**src/led_ctrl_map.svh**
```systemverilog
// Register offsets, field positions, reset values and divider ratios
`ifndef LED_CTRL_MAP_SVH
`define LED_CTRL_MAP_SVH

`define STATUS3_OFS 8'h05
`define THR_LIMIT_OFS 8'h06
`define SLEEP_OFS 8'h07
`define CH1_LO_OFS 8'h08
`define CH1_HI_OFS 8'h09
`define CH2_LO_OFS 8'h0A
`define CH2_HI_OFS 8'h0B
`define DIV_SEL_OFS 8'h0C

`define THR_LIMIT_RST 8'h8A
`define SLEEP_RST 2'h0
`define CODE_LO_RST 2'h0
`define CODE_HI_RST 8'h00
`define DIV_SEL_RST 3'h4

`define WARN_FLAG_BIT 3
`define SLEEP_CMD_OFF 2'h0
`define SLEEP_CMD_ON 2'h1

`define DIV_RATIO_0 7'h07
`define DIV_RATIO_1 7'h08
`define DIV_RATIO_2 7'h0A
`define DIV_RATIO_3 7'h0C
`define DIV_RATIO_4 7'h10
`define DIV_RATIO_5 7'h18
`define DIV_RATIO_6 7'h31
`define DIV_RATIO_7 7'h62

`endif

```
**src/led_ctrl_pkg.sv**
```systemverilog
// Types shared by the LED driver control register bank
package led_ctrl_pkg;
  typedef enum logic [1:0] {
    PWR_NORMAL = 2'b01,
    PWR_SLEEP = 2'b10
  } power_state_e;
  typedef logic [7:0] reg_byte_t;
  typedef logic [9:0] dac_code_t;
  typedef logic [6:0] div_count_t;
endpackage

```
**src/led_driver_control_regs.sv**
```systemverilog
// Control register bank of a dual-channel LED driver
//
// Overview of operation
// - Warn when ADC bits 9:2 exceed threshold
// - Threshold powers up at 138
// - Threshold read/write at 0x06, reset 0x8A
// - Sleep register at 0x07, resets 0x00
// - Sleep 01 sleeps, 00 wakes, others ignored
// - Sleep bits 1-0, upper bits read zero
// - Low register holds code bits 1-0
// - High register holds code bits 9-2
// - First channel at 0x08 and 0x09
// - Second channel at 0x0A and 0x0B
// - Divider select at 0x0C, reset 100b
// - Divider codes give 7 to 98
// - Warning in status bit 3, read clears
`timescale 1ns/1ps
`include "led_ctrl_map.svh"
module led_driver_control_regs
  import led_ctrl_pkg::*;
(
  input wire logic sys_clk_i,
  input wire logic rst_i,
  input wire logic [7:0] reg_addr_i,
  input wire logic [7:0] reg_wdata_i,
  input wire logic reg_wr_i,
  input wire logic reg_rd_i,
  output logic [7:0] reg_rdata_o,
  output logic reg_rvalid_o,
  input wire logic [9:0] adc_temp_i,
  input wire logic adc_valid_i,
  output logic thermal_warning_flag_o,
  output logic sleep_mode_o,
  output logic [9:0] first_channel_current_code_o,
  output logic [9:0] second_channel_current_code_o,
  output logic [2:0] dimming_clock_divider_o,
  output logic dimming_tick_o
);

  reg_byte_t thr_r;
  reg_byte_t thr_nxt;
  logic [1:0] sleep_field_r;
  logic [1:0] sleep_field_nxt;
  power_state_e power_state_r;
  power_state_e power_state_nxt;
  logic [2:0] div_sel_r;
  logic [2:0] div_sel_nxt;
  logic warn_flag_r;
  logic warn_flag_nxt;
  reg_byte_t rdata_r;
  reg_byte_t rdata_nxt;
  logic rvalid_r;
  logic rvalid_nxt;
  logic [1:0] code_lo_r [2];
  logic [7:0] code_hi_r [2];
  logic hot;
  logic rd_status3;
  logic wr_thr;
  logic wr_sleep;
  logic wr_div;

  // Address decode of the parallel register port
  assign wr_thr = reg_wr_i && reg_addr_i == `THR_LIMIT_OFS;
  assign wr_sleep = reg_wr_i && reg_addr_i == `SLEEP_OFS;
  assign wr_div = reg_wr_i && reg_addr_i == `DIV_SEL_OFS;
  assign rd_status3 = reg_rd_i && reg_addr_i == `STATUS3_OFS;

  // Only a fresh ADC sample may raise the warning
  assign hot = adc_valid_i && (adc_temp_i[9:2] > thr_r);

  // Control register next values
  always_comb
  begin
    thr_nxt = thr_r;
    sleep_field_nxt = sleep_field_r;
    div_sel_nxt = div_sel_r;
    power_state_nxt = power_state_r;
    if (wr_thr)
    begin
      thr_nxt = reg_wdata_i;
    end
    if (wr_sleep)
    begin
      sleep_field_nxt = reg_wdata_i[1:0];
      unique case (power_state_r)
        PWR_NORMAL:
        begin
          if (reg_wdata_i[1:0] == `SLEEP_CMD_ON)
          begin
            power_state_nxt = PWR_SLEEP;
          end
        end
        PWR_SLEEP:
        begin
          if (reg_wdata_i[1:0] == `SLEEP_CMD_OFF)
          begin
            power_state_nxt = PWR_NORMAL;
          end
        end
      endcase
    end
    if (wr_div)
    begin
      div_sel_nxt = reg_wdata_i[2:0];
    end
  end

  always_ff @(posedge sys_clk_i or posedge rst_i)
  begin
    if (rst_i)
    begin
      thr_r <= `THR_LIMIT_RST;
      sleep_field_r <= `SLEEP_RST;
      power_state_r <= PWR_NORMAL;
      div_sel_r <= `DIV_SEL_RST;
    end
    else
    begin
      thr_r <= thr_nxt;
      sleep_field_r <= sleep_field_nxt;
      power_state_r <= power_state_nxt;
      div_sel_r <= div_sel_nxt;
    end
  end

  // Per-channel current code halves, each written on its own
  generate
    for (genvar ch = 0; ch < 2; ch++)
    begin : g_chan
      logic [7:0] lo_ofs;
      logic [7:0] hi_ofs;
      logic [1:0] lo_nxt;
      logic [7:0] hi_nxt;
      assign lo_ofs = `CH1_LO_OFS + 8'(2 * ch);
      assign hi_ofs = `CH1_HI_OFS + 8'(2 * ch);
      always_comb
      begin
        lo_nxt = code_lo_r[ch];
        hi_nxt = code_hi_r[ch];
        if (reg_wr_i && reg_addr_i == lo_ofs)
        begin
          lo_nxt = reg_wdata_i[1:0];
        end
        if (reg_wr_i && reg_addr_i == hi_ofs)
        begin
          hi_nxt = reg_wdata_i;
        end
      end
      always_ff @(posedge sys_clk_i or posedge rst_i)
      begin
        if (rst_i)
        begin
          code_lo_r[ch] <= `CODE_LO_RST;
          code_hi_r[ch] <= `CODE_HI_RST;
        end
        else
        begin
          code_lo_r[ch] <= lo_nxt;
          code_hi_r[ch] <= hi_nxt;
        end
      end
    end
  endgenerate

  // Sticky warning; a new event wins over the read that clears it
  always_comb
  begin
    warn_flag_nxt = warn_flag_r;
    if (rd_status3)
    begin
      warn_flag_nxt = 1'b0;
    end
    if (hot)
    begin
      warn_flag_nxt = 1'b1;
    end
  end

  // Read mux; reserved and unmapped positions return zero
  always_comb
  begin
    rdata_nxt = 8'h00;
    rvalid_nxt = reg_rd_i;
    if (reg_rd_i)
    begin
      unique case (reg_addr_i)
        `STATUS3_OFS: rdata_nxt[`WARN_FLAG_BIT] = warn_flag_r;
        `THR_LIMIT_OFS: rdata_nxt = thr_r;
        `SLEEP_OFS: rdata_nxt = {6'h00, sleep_field_r};
        `CH1_LO_OFS: rdata_nxt = {6'h00, code_lo_r[0]};
        `CH1_HI_OFS: rdata_nxt = code_hi_r[0];
        `CH2_LO_OFS: rdata_nxt = {6'h00, code_lo_r[1]};
        `CH2_HI_OFS: rdata_nxt = code_hi_r[1];
        `DIV_SEL_OFS: rdata_nxt = {5'h00, div_sel_r};
        default: rdata_nxt = 8'h00;
      endcase
    end
  end

  always_ff @(posedge sys_clk_i or posedge rst_i)
  begin
    if (rst_i)
    begin
      warn_flag_r <= 1'b0;
      rdata_r <= 8'h00;
      rvalid_r <= 1'b0;
    end
    else
    begin
      warn_flag_r <= warn_flag_nxt;
      rdata_r <= rdata_nxt;
      rvalid_r <= rvalid_nxt;
    end
  end

  // Dimming clock generator runs from the stored select
  dimming_clock_divider u_dimming_clock_divider (
    .sys_clk_i(sys_clk_i),
    .rst_i(rst_i),
    .sel_i(div_sel_r),
    .tick_o(dimming_tick_o)
  );

  // Outputs straight from the stored registers
  assign reg_rdata_o = rdata_r;
  assign reg_rvalid_o = rvalid_r;
  assign thermal_warning_flag_o = warn_flag_r;
  assign sleep_mode_o = power_state_r[1];
  assign first_channel_current_code_o = {code_hi_r[0], code_lo_r[0]};
  assign second_channel_current_code_o = {code_hi_r[1], code_lo_r[1]};
  assign dimming_clock_divider_o = div_sel_r;
endmodule

```
**src/dimming_clock_divider.sv**
```systemverilog
// Dimming clock divider: one-cycle tick every N oscillator cycles
`timescale 1ns/1ps
`include "led_ctrl_map.svh"
module dimming_clock_divider
  import led_ctrl_pkg::*;
(
  input wire logic sys_clk_i,
  input wire logic rst_i,
  input wire logic [2:0] sel_i,
  output logic tick_o
);

  div_count_t count_r;
  div_count_t count_nxt;
  div_count_t ratio;
  logic tick_r;
  logic tick_nxt;

  // Select to ratio lookup
  always_comb
  begin
    unique case (sel_i)
      3'h0: ratio = `DIV_RATIO_0;
      3'h1: ratio = `DIV_RATIO_1;
      3'h2: ratio = `DIV_RATIO_2;
      3'h3: ratio = `DIV_RATIO_3;
      3'h4: ratio = `DIV_RATIO_4;
      3'h5: ratio = `DIV_RATIO_5;
      3'h6: ratio = `DIV_RATIO_6;
      3'h7: ratio = `DIV_RATIO_7;
    endcase
  end

  // Wrap at >= so a shrinking ratio never strands the counter
  always_comb
  begin
    tick_nxt = 1'b0;
    count_nxt = count_r + 7'h01;
    if (count_r >= ratio - 7'h01)
    begin
      count_nxt = 7'h00;
      tick_nxt = 1'b1;
    end
  end

  always_ff @(posedge sys_clk_i or posedge rst_i)
  begin
    if (rst_i)
    begin
      count_r <= 7'h00;
      tick_r <= 1'b0;
    end
    else
    begin
      count_r <= count_nxt;
      tick_r <= tick_nxt;
    end
  end

  assign tick_o = tick_r;
endmodule

```
**config.mk**
```make
export PLATFORM = sky130hd
export DESIGN_NAME = led_driver_control_regs
export DESIGN_NICKNAME = d
export VERILOG_FILES = /design/src/led_ctrl_pkg.sv /design/src/led_driver_control_regs.sv /design/src/dimming_clock_divider.sv
export VERILOG_INCLUDE_DIRS = /design/src
export SDC_FILE = /design/constraint.sdc
export NUM_CORES = 1
export LEC_CHECK = 0
export BUFFER_PORTS_ARGS = -buffer_cell sky130_fd_sc_hd__buf_2
export CELL_PAD_IN_SITES_DETAIL_PLACEMENT = 2
export CELL_PAD_IN_SITES_GLOBAL_PLACEMENT = 2
export CORE_UTILIZATION = 37
export DETAILED_ROUTE_END_ITERATION = 7
export GPL_TIMING_DRIVEN = 0
export PLACE_DENSITY_LB_ADDON = 0.3
export SLEW_MARGIN = 40
export SYNTH_ARGS = -nofsm -noshare
export SYNTH_HDL_FRONTEND = slang
export SYNTH_HIERARCHICAL = 1
export SYNTH_SLANG_ARGS = --single-unit
```
**constraint.sdc**
```tcl
create_clock -name sys_clk_i -period 4.61 [get_ports sys_clk_i]
set_input_delay 0.461 -clock sys_clk_i [delete_from_list [all_inputs] [get_ports sys_clk_i]]
set_output_delay 0.461 -clock sys_clk_i [all_outputs]
set_load 0.01 [all_outputs]
```
After elaboration in Yosys (flattened, before gate mapping):

Memories as Yosys holds them, arrays and structs flattened.
Cells that the tools add are included.

* logic and storage cells: 54
* memories: 1
* output and inout port bits: 35
* register bits after elaboration: 53
* memory bits (read-only): 56

Memories
* (no name shown): words 8, bits a word 7, rd ports 1, clocked after memory_dff 0, wr ports 0, line dimming_clock_divider.sv:22 `unique case (sel_i)`

* add/subtract/negate cells: 2
* muxes and demuxes: 11
* $lt $le $gt $ge: 2
* reductions and logical operators: 12
* eq/ne operators: 13

Operators by type and width (count)
* 8-bit by 4-bit equality test with 1-bit output (second input constant): 5
* 8-bit by 3-bit equality test with 1-bit output (second input constant): 3
* 3-bit case mux with 7 select lines: 1
* 4-bit case mux with 3 select lines: 1
* 1-bit logical AND: 9
* 8-bit > comparator: 1
* 8-bit two-way mux: 1
* 7-bit by 1-bit adder with 7-bit output (second input constant): 1
* 7-bit >= comparator: 1
* 7-bit two-way mux: 1
* 7-bit by 1-bit subtractor with 7-bit output (second input constant): 1
* 2-bit by 1-bit equality test with 1-bit output (second input constant): 2
* 2-bit two-way mux: 2
* 2-bit inequality test (second input constant): 2
* 1-bit case mux with 4 select lines: 1
* 2-bit case mux with 2 select lines: 1
* 1-bit two-way mux: 3
* 3-bit AND reduction: 1
* 2-bit equality test (second input constant): 1
* 2-bit zero test: 1
* 2-bit nonzero test: 1

Depth between registers and ports, before layout:

* depth in word-level cells: 4
* gate-level depth with buffers: 11
* depth with buffers taken out: 11

Hierarchy:

The synthesis kept the hierarchy.

By module, submodules not included
* led_driver_control_regs: cells an instance 195, times used 1, area an instance 2288.4 um2, sequential area each 1132.3 um2
* dimming_clock_divider: cells an instance 74, times used 1, area an instance 701.9 um2, sequential area each 200.2 um2

Least setup slack after synthesis:

No wires, ideal clock.

* path kind: register to register
* start: reg div_sel_r[0] (netlist: dimming_clock_divider_o[0])
* end: reg u_dimming_clock_divider.count_r[5]
* path buffers: 0
* slack: 1.857 ns
* data required time: 4.455 ns
* clock period less this slack: 2.753 ns
* cell stages (with the launch flop): 12
* data arrival time: 2.598 ns
* cell sequence: dfrtp_1 > inv_1 > ha_1 > mux2i_1 > ha_1 > nor4bb_1 > xor2_1 > a32oi_1 > ha_1 > nand2_1 > nor2_1 > a221oi_1

* longest elaborated chain between the ends: 4

Ends and longest elaborated chain
* from (decl): line led_driver_control_regs.sv:46 `logic [2:0] div_sel_r;`
* from (signal assigned): line led_driver_control_regs.sv:115 `` div_sel_r <= `DIV_SEL_RST; ``
* from (signal assigned): line led_driver_control_regs.sv:122 `div_sel_r <= div_sel_nxt;`
* memory 8 x 7 bit
* 7-bit by 1-bit subtractor with 7-bit output: line dimming_clock_divider.sv:39 `if (count_r >= ratio - 7'h01)`
* 7-bit >= comparator: line dimming_clock_divider.sv:39
* 7-bit two-way mux: line dimming_clock_divider.sv:39
* via u_dimming_clock_divider.count_nxt[5]: line dimming_clock_divider.sv:14 `div_count_t count_nxt;`
* to (signal assigned): line dimming_clock_divider.sv:55 `count_r <= count_nxt;`
* to (decl): line dimming_clock_divider.sv:13 `div_count_t count_r;`

The timed path passes the listed nets, and every way through them passes these cells.
A chain may end at the register's enable or synchronous reset.

Worst setup path after layout:

Ends and elaborated chain as after synthesis.

==> impl_metrics.tcl <==
set metrics [dict create \
    routed-via-count 2385 \
    final_cell_mix "buf_2, dfrtp_1, mux2_2" \
    clock_latency_ns 0.31 \
    start_util_pct 38.5 \
    place_hpwl_mm 6.59 \
    syn_area_sq_um 2990 \
    vias_per_cell 5.38 \
    remaining_drc_errors 0 \
    worstMarginPinSlew_ns 0.676 \
    slowest_delay_ns 0.56 \
    drv_cap 0 \
    fin_util_pct 45.9 \
    fmax_mhz 296 \
    cp.arrival_ns 3.53 \
    grt_remaining_overflow 0 \
    async_flop_share_pct 100 \
    drive_gt1_share_pct 36.1 \
    path_delay_family "simple AND/OR/NAND/NOR gates" \
    cp_num_buf_inv 1 \
    path_common_cell "ha_1" \
    cts_max_path_buffers 2 \
    min_period_ns 3.38 \
    yosysWarnings 6 \
    core-area_sq_um 7770 \
    syn_inst 269 \
    die_y_microns 91.9 \
    cts-root-buf "clkbuf_8" \
    worst_slack_ns 1.23 \
    rows 32 \
    postCtsSetupRepairBufs 0 \
    ant_nets 0 \
    reg2regPathDepth 11 \
    rsz0062_at_grt "no" \
    setup_viol 0 \
    portBuffers 63 \
    grt_pass1_wl_mm 14.3 \
    n_antenna_cell 0 \
    post-route-period-util_pct 73.3 \
    crit_chain "inv_1 > ha_1 > mux2i_1 > ha_1 > nor4bb_1 > xor2_1 > a32oi_1 > ha_1 > nand2_1 > nor2_1 > a221oi_1" \
    h-tree-depth 2 \
    cts_hold_buf 0 \
    required_ns 4.76 \
    wirelength_mm 8.48 \
    cpMaxStageDelayCell "dfrtp_1" \
    synth_cell_types 50 \
    yosysSeqAreaShare_pct 44.6 \
    slew_headroom_pct 54.6 \
    synth-main-ff-cell "dfrtp_1" \
    leakage_nw 1.79 \
    io_pins 66 \
    finalHoldViolCount 0 \
    synth_edf_count 0 \
    dpl.cell_count 435 \
    endpoint_kind "flop" \
    grt_start_max_net_pins 30 \
    die_width_microns 91.9 \
    setup_tns_ns 0 \
    synth_seq_cells 53 \
    stdcell_count 443 \
    r2r_end "u_dimming_clock_divider/count_r[5]" \
    reg2reg_slack_ns 1.23 \
    dieArea_sq_um 8450 \
    slew_viol_final 0 \
    hp-class "input port to async pin" \
    vdd_ir_drop_max_mv 0.115 \
    crit_fanout 11 \
    clock-sinks 53 \
    first_pass_iters 4 \
    place.gp.congestion 0.747 \
    path_clk_slew_ns 0.10 \
    grt_antenna_before_repair 0 \
    r2r-start "dimming_clock_divider_o[0]" \
    syn_area_per_cell_sq_um 11.1 \
    cp-start-kind "flop" \
    drt_iter0_markers 40 \
    synth_fp_nets 321 \
    crit_type "flop to flop" \
    final_common_cell "buf_2" \
    cts-resized-gates 0 \
    clock_skew_ns 0.00688 \
    cts_tree "done" \
    syn_to_final_growth_pct 19.2 \
    grt_pass1_vias 2765 \
    cts_inserted_buffers 5 \
    finalNetCount 392 \
    grt_use_total_pct 21.8 \
    place_ws_ns 1.21 \
    powerDensity_nw_per_um2 312 \
    wire_per_inst_microns 19.1 \
    status "completed" \
]
==> Yosys cell counts (6+ instances only) <==
cell     number  share of area [%]
nand2_1      19                2.4
a21oi_1      13                2.2
inv_1        18                2.3
nor2b_1       7                1.5
o21ai_0      12                2.0
mux2_2       28                 11
nor2_1        7               0.88
nand3_1       6                1.0
dfrtp_1      48                 40
ha_1         21                8.8
==> worst max-delay path by stage <==
| stage | startpoint | endpoint | slack, ns | depth (start not counted) |
|---|---|---|---|---|
| 5_1_grt | dimming_clock_divider_o[0] | u_dimming_clock_divider/count_r[4] | 0.91 | 11 |
| 3_3_place_gp | dimming_clock_divider_o[0] | u_dimming_clock_divider/count_r[5] | 1.38 | 11 |
| 4_1_cts | dimming_clock_divider_o[0] | u_dimming_clock_divider/count_r[5] | 1.20 | 11 |
| 2_1_floorplan | dimming_clock_divider_o[0] | u_dimming_clock_divider/count_r[5] | 1.86 | 11 |
| 6_report | dimming_clock_divider_o[0] | u_dimming_clock_divider/count_r[5] | 1.23 | 11 |
| 3_5_place_dp | dimming_clock_divider_o[0] | u_dimming_clock_divider/count_r[5] | 1.21 | 11 |
==> power breakdown <==
| group | switching (mW) | total (mW) | internal, mW | leakage, nW |
|---|---|---|---|---|
| Sequential | 0.0400 | 0.543 | 0.503 | 0.703 |
| Clock | 0.154 | 0.316 | 0.161 | 0.0552 |
| Combinational | 0.151 | 0.254 | 0.103 | 1.03 |
| Total | 0.346 | 1.11 | 0.767 | 1.79 |
==> through the flow <==
step | hold WS (ns) | instance area [sq um] | power (mW)
after floorplan | 0.277 | 2990 | 0.709
after global placement | 0.433 | 3430 | 0.786
after detailed placement | 0.430 | 3460 | 0.811
after CTS | 0.0935 | 3560 | 1.13
after global routing | 0.0944 | 3560 | 1.18
final | 0.0895 | 3560 | 1.11
==> worst register-to-register path, delay by kind of cell (launching register included) <==
kind	cells	cell delay, ns
AOI/OAI and AO/OA	2	0.28
buffers and inverters	1	0.17
adders and majority gates	3	0.81
DFF	1	0.56
and+or+nand+nor	3	0.85
xor gates and xnor gates	1	0.18
muxes	1	0.38
==> area by class of cell <==
class                           count  area [sq um]
Sequential cell                    53          1330
Buffer                              7          28.8
Timing Repair Buffer               64           335
Multi-Input combinational cell    191          1560
Inverter                           18          70.1
Tap cell                          102           128
Clock buffer                        6          72.6
Clock inverter                      2          35.0
Fill cell                         879          4200
==> routing by layer <==
layer / track usage [%] / part of all wire [%] / vias to the layer above
met3: 3.32 / 2.4 / 8
met5: 0 / 0 / -
li1: - / - / 1121
met2: 41.2 / 55 / 34
met1: 26.0 / 42 / 1222
met4: 4.43 / 0.99 / 0
==> flip-flops by register name (all words and copies together) (netlist names) <==
| signal | flops |
|---|---|
| second_channel_current_code_o | 10 |
| u_dimming_clock_divider/count_r | 7 |
| reg_rvalid_o | 1 |
| reg_rdata_o | 8 |
| first_channel_current_code_o | 10 |
| u_dimming_clock_divider/tick_o | 1 |
| dimming_clock_divider_o | 3 |
| sleep_field_r | 2 |
| thermal_warning_flag_o | 1 |
| power_state_r | 2 |
| thr_r | 8 |
==> cells by family after synthesis <==
group,synth area share (%)
and+or+nand+nor,13.6
xor gates and xnor gates,1.46
muxes,14.4
buffers and inverters,3.22
adders and majority gates,8.79
AOI/OAI and AO/OA,13.9
DFF,44.6
(Power assumes the default switching activity.)
